$ cat config.mk
export PLATFORM = sky130hd
export DESIGN_NAME = hwd_decoder
export DESIGN_NICKNAME = d
export VERILOG_FILES = /design/src/hdl/hwd_pkg.sv /design/src/hdl/hwd_decoder.sv
export SDC_FILE = /design/constraint.sdc
export NUM_CORES = 1
export LEC_CHECK = 0
export ABC_CLOCK_PERIOD_IN_PS = 4200
export BUFFER_PORTS_ARGS = -buffer_cell sky130_fd_sc_hd__buf_2
export CORE_MARGIN = 10
export CORE_UTILIZATION = 55
export CTS_CLUSTER_DIAMETER = 120
export DETAILED_ROUTE_END_ITERATION = 12
export PLACE_DENSITY = 0.86
export SLEW_MARGIN = 10
export SYNTH_ARGS = -nofsm -noshare
export SYNTH_HDL_FRONTEND = slang
export SYNTH_SLANG_ARGS = --single-unit
$ cat constraint.sdc
create_clock -name core_clk -period 4.2 [get_ports core_clk]
set_input_delay 0.42 -clock core_clk [delete_from_list [all_inputs] [get_ports core_clk]]
set_output_delay 0.42 -clock core_clk [all_outputs]
set_load 0.05 [all_outputs]
$ cat src/hdl/hwd_pkg.sv
package hwd_pkg;

	localparam int WORD_W   = 16;
	localparam int DATA_W   = 12;
	localparam int UNIT_W   = 4;
	localparam int UNITS    = 16;
	localparam int CLK_MHZ  = 10;

	// Top nibble of a word: all ones marks a control word.
	localparam logic [3:0] CTRL_CODE = 4'hf;
	localparam int SLOT_LSB = 12;

	// Field positions of the mode and unit latch.
	localparam int UNIT_LSB   = 0;
	localparam int BIT_WAIT   = 4;
	localparam int BIT_SYSOE  = 5;
	localparam int BIT_SIMUL  = 6;
	localparam int BIT_INSEL  = 7;
	localparam int BIT_INTEN  = 8;
	localparam int LATCH_W    = 9;
	localparam logic [8:0] LATCH_RESET = 9'h000;

	// Handshake-mode answer delay.
	localparam int HS_DELAY_US  = 50;
	localparam int HS_DELAY_CYC = HS_DELAY_US * CLK_MHZ;
	// Cycles the timing wait ignores the busy line so a card's busy can arrive.
	localparam int FOB_SETTLE_CYC = 3;

	typedef struct packed {
		logic       input_interrupt_enable;
		logic       input_select;
		logic       simultaneous_transfer_enable;
		logic       system_output_enable;
		logic       wait_timing_mode;
		logic [3:0] unit_addr;
	} hwd_mode_t;

	typedef struct packed {
		logic [3:0]  slot;
		logic [11:0] data;
	} hwd_word_t;

	typedef enum logic [1:0] {
		HWD_IDLE = 2'b00,
		HWD_HS   = 2'b01,
		HWD_WAIT = 2'b11
	} hwd_state_t;

endpackage

$ cat src/hdl/hwd_decoder.sv
// What this block does
// - A word with bits 15..12 all ones is a mode control word.
// - Other words are data (output) or address (input); top bits pick the slot.
// - Control word latches unit address bits 0-3 and mode bits 4-8.
// - Unit address is unsigned, bit 3 most significant; unit 0 is mainframe.
// - Selected unit stays selected until a control word changes the address.
// - Every control word reloads the unit address; zero bits select unit 0.
// - Output mode data word with gate sends bits 0-11 to addressed slot.
// - Handshake mode returns ready about 50 us after a gated word.
// - Timing mode holds busy until the slowest output card is ready.
// - Thirteen return lines echo output data for integrity checking.
// - Input mode returns card data on bits 0-11, request on bit 15.
// - Gated address word with input select arms the card; ungated only reads.
// - With interrupt enable, an armed card becoming ready raises ready.
// - Dedicated input: addressed card data stays on bits 0-11, status on 15.
// - Exactly one unit select line is high at a time.
// - Gate-triggered card actions start on the gate's falling edge.
module hwd_decoder #(
	parameter int HS_CYCLES = hwd_pkg::HS_DELAY_CYC
) (
	input  wire logic                              core_clk,
	input  wire logic                              reset,
	input  wire logic                              clk_en,
	input  wire logic [hwd_pkg::WORD_W-1:0]        host_word,
	input  wire logic                              host_gate_strobe,
	input  wire logic                              flag_override_busy,
	input  wire logic                              card_input_request,
	input  wire logic [hwd_pkg::DATA_W-1:0]        card_return_data,
	input  wire logic                              card_input_ready,
	output logic      [hwd_pkg::WORD_W-1:0]        return_data,
	output logic                                   data_ready,
	output logic      [hwd_pkg::UNITS-1:0]         unit_select,
	output hwd_pkg::hwd_mode_t                     mode,
	output hwd_pkg::hwd_word_t                     card_word,
	output logic                                   output_card_strobe,
	output logic                                   input_card_arm
);

	function automatic logic is_ctrl(input logic [hwd_pkg::WORD_W-1:0] w);
		return w[hwd_pkg::WORD_W-1:hwd_pkg::SLOT_LSB] == hwd_pkg::CTRL_CODE;
	endfunction

	// Pin inputs pass two flip-flops; gate and card ready add a third stage, read for edge detection.
	logic [hwd_pkg::WORD_W-1:0] word_s1_q, word_s2_q;
	logic                       gate_s1_q, gate_s2_q, gate_s3_q;
	logic                       fob_s1_q, fob_s2_q;
	logic                       irq_s1_q, irq_s2_q;
	logic                       rdy_s1_q, rdy_s2_q, rdy_s3_q;
	logic [hwd_pkg::DATA_W-1:0] cdat_s1_q, cdat_s2_q;

	always_ff @(posedge core_clk or posedge reset) begin
		if (reset) begin
			word_s1_q <= '0;
			word_s2_q <= '0;
			gate_s1_q <= 1'b0;
			gate_s2_q <= 1'b0;
			gate_s3_q <= 1'b0;
			fob_s1_q  <= 1'b0;
			fob_s2_q  <= 1'b0;
			irq_s1_q  <= 1'b0;
			irq_s2_q  <= 1'b0;
			rdy_s1_q  <= 1'b0;
			rdy_s2_q  <= 1'b0;
			rdy_s3_q  <= 1'b0;
			cdat_s1_q <= '0;
			cdat_s2_q <= '0;
		end else if (clk_en) begin
			word_s1_q <= host_word;
			word_s2_q <= word_s1_q;
			gate_s1_q <= host_gate_strobe;
			gate_s2_q <= gate_s1_q;
			gate_s3_q <= gate_s2_q;
			fob_s1_q  <= flag_override_busy;
			fob_s2_q  <= fob_s1_q;
			irq_s1_q  <= card_input_request;
			irq_s2_q  <= irq_s1_q;
			rdy_s1_q  <= card_input_ready;
			rdy_s2_q  <= rdy_s1_q;
			rdy_s3_q  <= rdy_s2_q;
			cdat_s1_q <= card_return_data;
			cdat_s2_q <= cdat_s1_q;
		end
	end

	// The host holds the word stable across the gate, so the word sampled at
	// the falling gate edge is consistent with it.
	logic gate_fall;
	logic ctrl_word;
	logic rdy_rise;
	assign gate_fall = gate_s3_q & ~gate_s2_q;
	assign ctrl_word = is_ctrl(word_s2_q);
	assign rdy_rise  = rdy_s2_q & ~rdy_s3_q;

	hwd_pkg::hwd_mode_t mode_q;

	always_ff @(posedge core_clk or posedge reset) begin
		if (reset) begin
			mode_q <= hwd_pkg::LATCH_RESET;
		end else if (clk_en && gate_fall && ctrl_word) begin
			// Unit address reloads on every control word.
			mode_q <= word_s2_q[hwd_pkg::LATCH_W-1:0];
		end
	end
	assign mode = mode_q;

	// One-hot decode of the stored unit number.
	always_comb begin
		unit_select = '0;
		unit_select[mode_q.unit_addr] = 1'b1;
	end

	// Card slot word and strobes toward the selected unit's cards.
	hwd_pkg::hwd_word_t card_word_q;
	logic               out_stb_q, arm_q;

	always_ff @(posedge core_clk or posedge reset) begin
		if (reset) begin
			card_word_q <= '0;
			out_stb_q   <= 1'b0;
			arm_q       <= 1'b0;
		end else if (clk_en) begin
			out_stb_q <= 1'b0;
			arm_q     <= 1'b0;
			if (!ctrl_word) begin
				// Address follows the lines so ungated reads still select a card.
				card_word_q.slot <= word_s2_q[hwd_pkg::WORD_W-1:hwd_pkg::SLOT_LSB];
				if (!mode_q.input_select) begin
					card_word_q.data <= word_s2_q[hwd_pkg::DATA_W-1:0];
				end
				if (gate_fall) begin
					out_stb_q <= ~mode_q.input_select;
					arm_q     <= mode_q.input_select;
				end
			end
		end
	end
	assign card_word          = card_word_q;
	assign output_card_strobe = out_stb_q;
	assign input_card_arm     = arm_q;

	// Return lines: echo in output modes, card data and request in input modes.
	logic [hwd_pkg::WORD_W-1:0] ret_q;

	always_ff @(posedge core_clk or posedge reset) begin
		if (reset) begin
			ret_q <= '0;
		end else if (clk_en) begin
			if (mode_q.input_select) begin
				ret_q <= {irq_s2_q, 3'h0, cdat_s2_q};
			end else begin
				ret_q <= {word_s2_q[15], 3'h0, word_s2_q[hwd_pkg::DATA_W-1:0]};
			end
		end
	end
	assign return_data = ret_q;

	// Ready flag sequencing.
	hwd_pkg::hwd_state_t state_q;
	logic [$clog2(HS_CYCLES+1)-1:0] cnt_q;
	logic rdy_q;
	logic data_gate;

	assign data_gate = gate_fall & ~ctrl_word;

	always_ff @(posedge core_clk or posedge reset) begin
		if (reset) begin
			state_q <= hwd_pkg::HWD_IDLE;
			cnt_q   <= '0;
			rdy_q   <= 1'b1;
		end else if (clk_en) begin
			case (state_q)
				hwd_pkg::HWD_IDLE: begin
					if (data_gate) begin
						rdy_q <= 1'b0;
						cnt_q <= '0;
						if (mode_q.wait_timing_mode || (mode_q.input_select
								&& mode_q.input_interrupt_enable)) begin
							state_q <= hwd_pkg::HWD_WAIT;
						end else begin
							state_q <= hwd_pkg::HWD_HS;
						end
					end else if (mode_q.input_select && mode_q.input_interrupt_enable
							&& rdy_rise) begin
						rdy_q <= 1'b1;
					end
				end
				hwd_pkg::HWD_HS: begin
					// Answer without looking at the cards.
					if (cnt_q == ($bits(cnt_q))'(HS_CYCLES - 1)) begin
						rdy_q   <= 1'b1;
						state_q <= hwd_pkg::HWD_IDLE;
					end else begin
						cnt_q <= cnt_q + 1'b1;
					end
				end
				hwd_pkg::HWD_WAIT: begin
					if (mode_q.input_select && mode_q.input_interrupt_enable) begin
						// An armed card answers by its ready edge, not by busy.
						if (rdy_rise) begin
							rdy_q   <= 1'b1;
							state_q <= hwd_pkg::HWD_IDLE;
						end
					end else if (cnt_q < ($bits(cnt_q))'(hwd_pkg::FOB_SETTLE_CYC)) begin
						cnt_q <= cnt_q + 1'b1;
					end else if (!fob_s2_q) begin
						// The busy line is ORed over all cards, so it clears last.
						rdy_q   <= 1'b1;
						state_q <= hwd_pkg::HWD_IDLE;
					end
				end
				default: begin
					state_q <= hwd_pkg::HWD_IDLE;
					rdy_q   <= 1'b1;
				end
			endcase
		end
	end
	// Card busy right after the gate lags the strobe and its synchroniser, so the
	// timing wait first lets a few cycles pass; a card slower than that is missed.
	assign data_ready = rdy_q;

endmodule

# Word-level counts from Yosys, hierarchy flattened

Cells that the tools add are included.
W data, S select, Z words.

Register bits: 121
Input bits: 35
Output and inout bits: 60
Logic and storage cells: 93

$add $sub $neg: 1
$lt $le $gt $ge: 3
Eq/ne operators: 13
Multiplexer cells: 28
Bitwise gates (word level): 7
Reductions and logical operators: 13

Operators with widths:

| operator              | number |
|---|---|
| $mux W9               | 4 |
| $pmux W9 S3           | 1 |
| $reduce_and A6 Y1     | 3 |
| $mux W16              | 1 |
| $mux W2               | 7 |
| $mux W1               | 12 |
| $ne A3 B3 Y1 const B  | 4 |
| $ne A2 B2 Y1 const B  | 5 |
| $add A9 B1 Y9 const B | 1 |
| $eq A9 B9 Y1 const B  | 1 |
| $lt A9 B2 Y1 const B  | 1 |
| $pmux W2 S3           | 1 |
| $logic_and A1 B1 Y1   | 5 |
| $lt A4 B5 Y1 const B  | 1 |
| $demux W1 S4          | 1 |
| $eq A4 B4 Y1 const B  | 1 |
| $ge A4 B1 Y1 const B  | 1 |
| $not A1 Y1            | 4 |
| $and A1 B1 Y1         | 3 |
| $pmux W1 S3           | 1 |
| $reduce_and A3 Y1     | 1 |
| $reduce_bool A3 Y1    | 1 |
| $eq A2 B1 Y1 const B  | 1 |
| $eq A2 B2 Y1 const B  | 1 |
| 3 further kinds       | 3 |

# Depth between registers and ports, before layout

Depth in word-level cells: 6
Depth in mapped cells: 7
Mapped depth without buffers: 6

# Worst setup path before layout

No wires, ideal clock.

Kind: flip-flop to output port
Start: register mode_q, in the netlist mode[0]
End: output unit_select[0] (netlist bit)
Data arrival time: 2.226 ns
Data required time: 3.780 ns
Slack: 1.554 ns
Cell stages (with the launch flop): 2
Buffers on the path: 0
Path through: dfrtp_1 nor4_1

Longest elaborated chain between the ends: 4
Elaborated cells on any way between the ends: 5
Classes of those cells: order compare (2); mux (2); reduce/logical (1)

Ends and longest elaborated chain:

| element                                                            | RTL line           | text |
|---|---|---|
| start: declaration                                                 | hwd_decoder.sv:94  | `hwd_pkg::hwd_mode_t mode_q;` |
| start signal: assignment                                           | hwd_decoder.sv:98  | `mode_q <= hwd_pkg::LATCH_RESET;` |
| start signal: assignment                                           | hwd_decoder.sv:101 | `mode_q <= word_s2_q[hwd_pkg::LATCH_W-1:0];` |
| $lt A4 B5 Y1 (not written as such) or $ge A4 B1 Y1 (tied branches) | hwd_decoder.sv:109 | `unit_select[mode_q.unit_addr] = 1'b1;` |
| $logic_and A1 B1 Y1 (not written as such)                          | hwd_decoder.sv:109 |  |
| $mux W1 (not written as such)                                      | hwd_decoder.sv:109 |  |
| $demux W1 S4 *                                                     | hwd_decoder.sv:109 |  |
| end: declaration                                                   | hwd_decoder.sv:32  | `output logic [hwd_pkg::UNITS-1:0] unit_select,` |

Every way passes the cells marked *; elsewhere a longest branch is shown, timed or not.

# Worst setup path in the final report

Start: register mode_q, in the netlist mode[7]
End: register cnt_q[5]

Longest elaborated chain between the ends: 3

Ends and longest elaborated chain:

| element                     | RTL line           | text |
|---|---|---|
| $logic_and A1 B1 Y1         | hwd_decoder.sv:197 | `if (mode_q.input_select && mode_q.input_interrupt_enable) begin` |
| $ne A2 B2 Y1 (no line)      | n/a                |  |
| $reduce_and A6 Y1 (no line) | n/a                |  |
| end signal: assignment      | hwd_decoder.sv:193 | `cnt_q <= cnt_q + 1'b1;` |
| end signal: assignment      | hwd_decoder.sv:204 | `cnt_q <= cnt_q + 1'b1;` |
| end: declaration            | hwd_decoder.sv:159 | `logic [$clog2(HS_CYCLES+1)-1:0] cnt_q;` |

No other way between the ends.
A chain may end at the register's enable or synchronous reset.

==> impl_metrics.yaml <==
run_status:
  status: "complete, no violations"
timing:
  min_period_ns: 2.44
  slew_violations: 0
  fin_setup_tns_ns: 0
  hold_viol: 0
  skew_ns: 0.00814
  worst_slack_ns: 1.76
  setup_violations: 0
  min_period_over_period_pct: 58.1
  worst_pin_slew_ns: 0.988
  relSlewSlack_pct: 34.2
  rsz0062_at_grt: "false"
  clock.fmax_mhz: 410
logic_synthesis:
  synth_edf_count: 0
  ys_ff_latch: 118
  ys.flop_type: "dfrtp_1"
  syn_area_sq_um: 4930
  synth_top_family_by_area: "multiplexers"
  muxShareOfSynthArea_pct: 21.6
  ys_types: 40
  synth.avg_cell_area_sq_um: 12.8
  synth_compound_area_share_pct: 7.37
  yosys.area_share.simple_pct: 7.87
  yosysSeqAreaShare_pct: 60.0
  netlist_instances: 386
  yosysWarnings: 0
  synth-xor-area-share_pct: 0
  synth_fa_ha_area_share_pct: 0.254
  synth-async-reset-ratio_pct: 100
clock_network:
  clk_pin_slew_ns: 0.06
  cts_num_sinks: 118
  cts_resized: 0
  clockRootBuffer: "clkbuf_8"
  cts_tree: "done"
  cts_setup_buffers: 0
  cts_max_level: 4
  cts_buffer_depth: 2
  insertion_delay_ns: 0.51
  numCtsBuffers: 17
  hold_buffers: 0
die:
  die_h_microns: 115
  initial_core_util_pct: 56.5
  placementRows: 34
  core_region_area_sq_um: 8720
  ios: 95
  die-area_sq_um: 13100
  die_w_microns: 115
worst_setup_path:
  worstSetupPathType: "reg -> reg"
  crit_cells: 5
  path_buf_inv: 0
  crit_required_ns: 4.56
  r2r_start: "mode[7]"
  startpoint: "mode[7]"
  critPathLaunchType: "register"
  rr_worst_depth: 5
  endpoint_kind: "register"
  cpPeakStageDelay_ns: 0.75
  crit_arrival_ns: 2.81
  slowest_stage: "dfrtp_1"
  path_cells: "a21boi_0 -> nand4_1 -> a21oi_2 -> or2_1 -> a31oi_1"
  cp_top_family: "compound AO/OA/AOI/OAI gates"
  worstPathMaxFanout: 20
global_routing:
  grt_remaining_overflow: 0
  grt_pass1_vias: 3727
  grt_usage_pct: 18.1
  grt_pass1_wl_mm: 19.0
  grt_max_degree: 59
  grt_antenna_before_repair: 0
placement:
  place_ws_ns: 1.81
  hpwl_mm: 7.45
  portBuffers: 91
  dp_cells: 568
  place_congestion: 0.820
route:
  wl_mm: 11.3
  viasPerCell: 5.62
  dr.first_iter.drc_count: 201
  final_antenna_net_count: 0
  route.detailed.drc: 0
  vias: 3369
  routedWlPerCell_microns: 18.8
  drt-pass1-iter-count: 5
power:
  p_per_area_nw_per_um2: 661
  p_leak_nw: 2.84
  ir_drop_mv: 0.477
finish:
  mostFrequentLayoutCells: "dfrtp_1, buf_2, mux2_2, nor2_1, a21oi_1"
  final_common_cell: "dfrtp_1"
  drive_gt1_share_pct: 43.3
  fin_cells: 600
  area_growth_pct: 21.7
  final_nets: 515
  insertedDiodeCount: 0
worst_hold_path:
  min_path_type: "in -> async"
run:
  cap_violations: 0
[cell usage after synthesis, types with 5 or more instances]
master / number / share of area [%]
dfrtp_1: 117 / 59
o21ai_0: 8 / 0.81
nand2b_1: 7 / 0.89
mux2i_1: 13 / 2.6
nand2_1: 23 / 1.8
mux2_2: 80 / 18
clkbuf_1: 12 / 0.91
inv_1: 9 / 0.69
nand3_1: 5 / 0.51
nor3_1: 10 / 1.0
a21oi_1: 24 / 2.4
nor2_1: 28 / 2.1
[routing by layer]
layer	GRT usage, %	wire, microns	share of wire (%)
met4	6.85	191	1.7
met2	30.3	5860	52
met1	21.6	4610	41
met5	0	0	0
met3	5.08	601	5.3
[power breakdown]
part	internal, mW	total, mW	switching [mW]
Combinational	0.338	1.08	0.740
Sequential	1.35	1.57	0.214
Clock	0.808	1.32	0.508
[area by class of cell]
type,count,area [sq um]
clock inverters,13,108
repair buffers,94,480
flip-flops and latches,118,2950
multi-input cells,239,1840
clock buffers,19,442
fillers,573,2730
well taps,108,135
inverters,9,36.3
[path summary, 6_finish.rpt]
kind                                 end  slack, ns
max                             cnt_q[5]       1.76
min                        word_s1_q[11]      0.008
max reg2reg                     cnt_q[5]       1.76
min reg2reg                word_s2_q[14]       0.49
max in group asynchronous     data_ready       3.28
min in group core_clk      word_s1_q[12]       0.14
[state kept, by name, summed over array words and instances, names as in the netlist, 2 cells and up]
name         count
word_s1_q       16
word_s2_q       16
mode             9
cdat_s1_q       12
card_word       16
state_q          2
cdat_s2_q       12
cnt_q            9
return_data     13
[metrics by stage]
stage	hold slack, ns	power [mW]	cell area, sq um	util [%]
finish	0.00834	3.96	5990	68.7
global route	0.0531	4.15	5990	68.7
CTS	0.0226	3.99	5990	68.7
detailed placement	0.482	2.64	5450	62.4
global placement	0.465	2.61	5450	62.4
floorplan	0.449	2.37	4930	-
[cells by family after synthesis]
group | after synthesis
and+or+nand+nor | 85
AOI/OAI and AO/OA | 54
DFF | 118
buffers and inverters | 31
muxes | 96
adders and majority gates | 1
other | 1
Power figures use the tool's default switching activity.
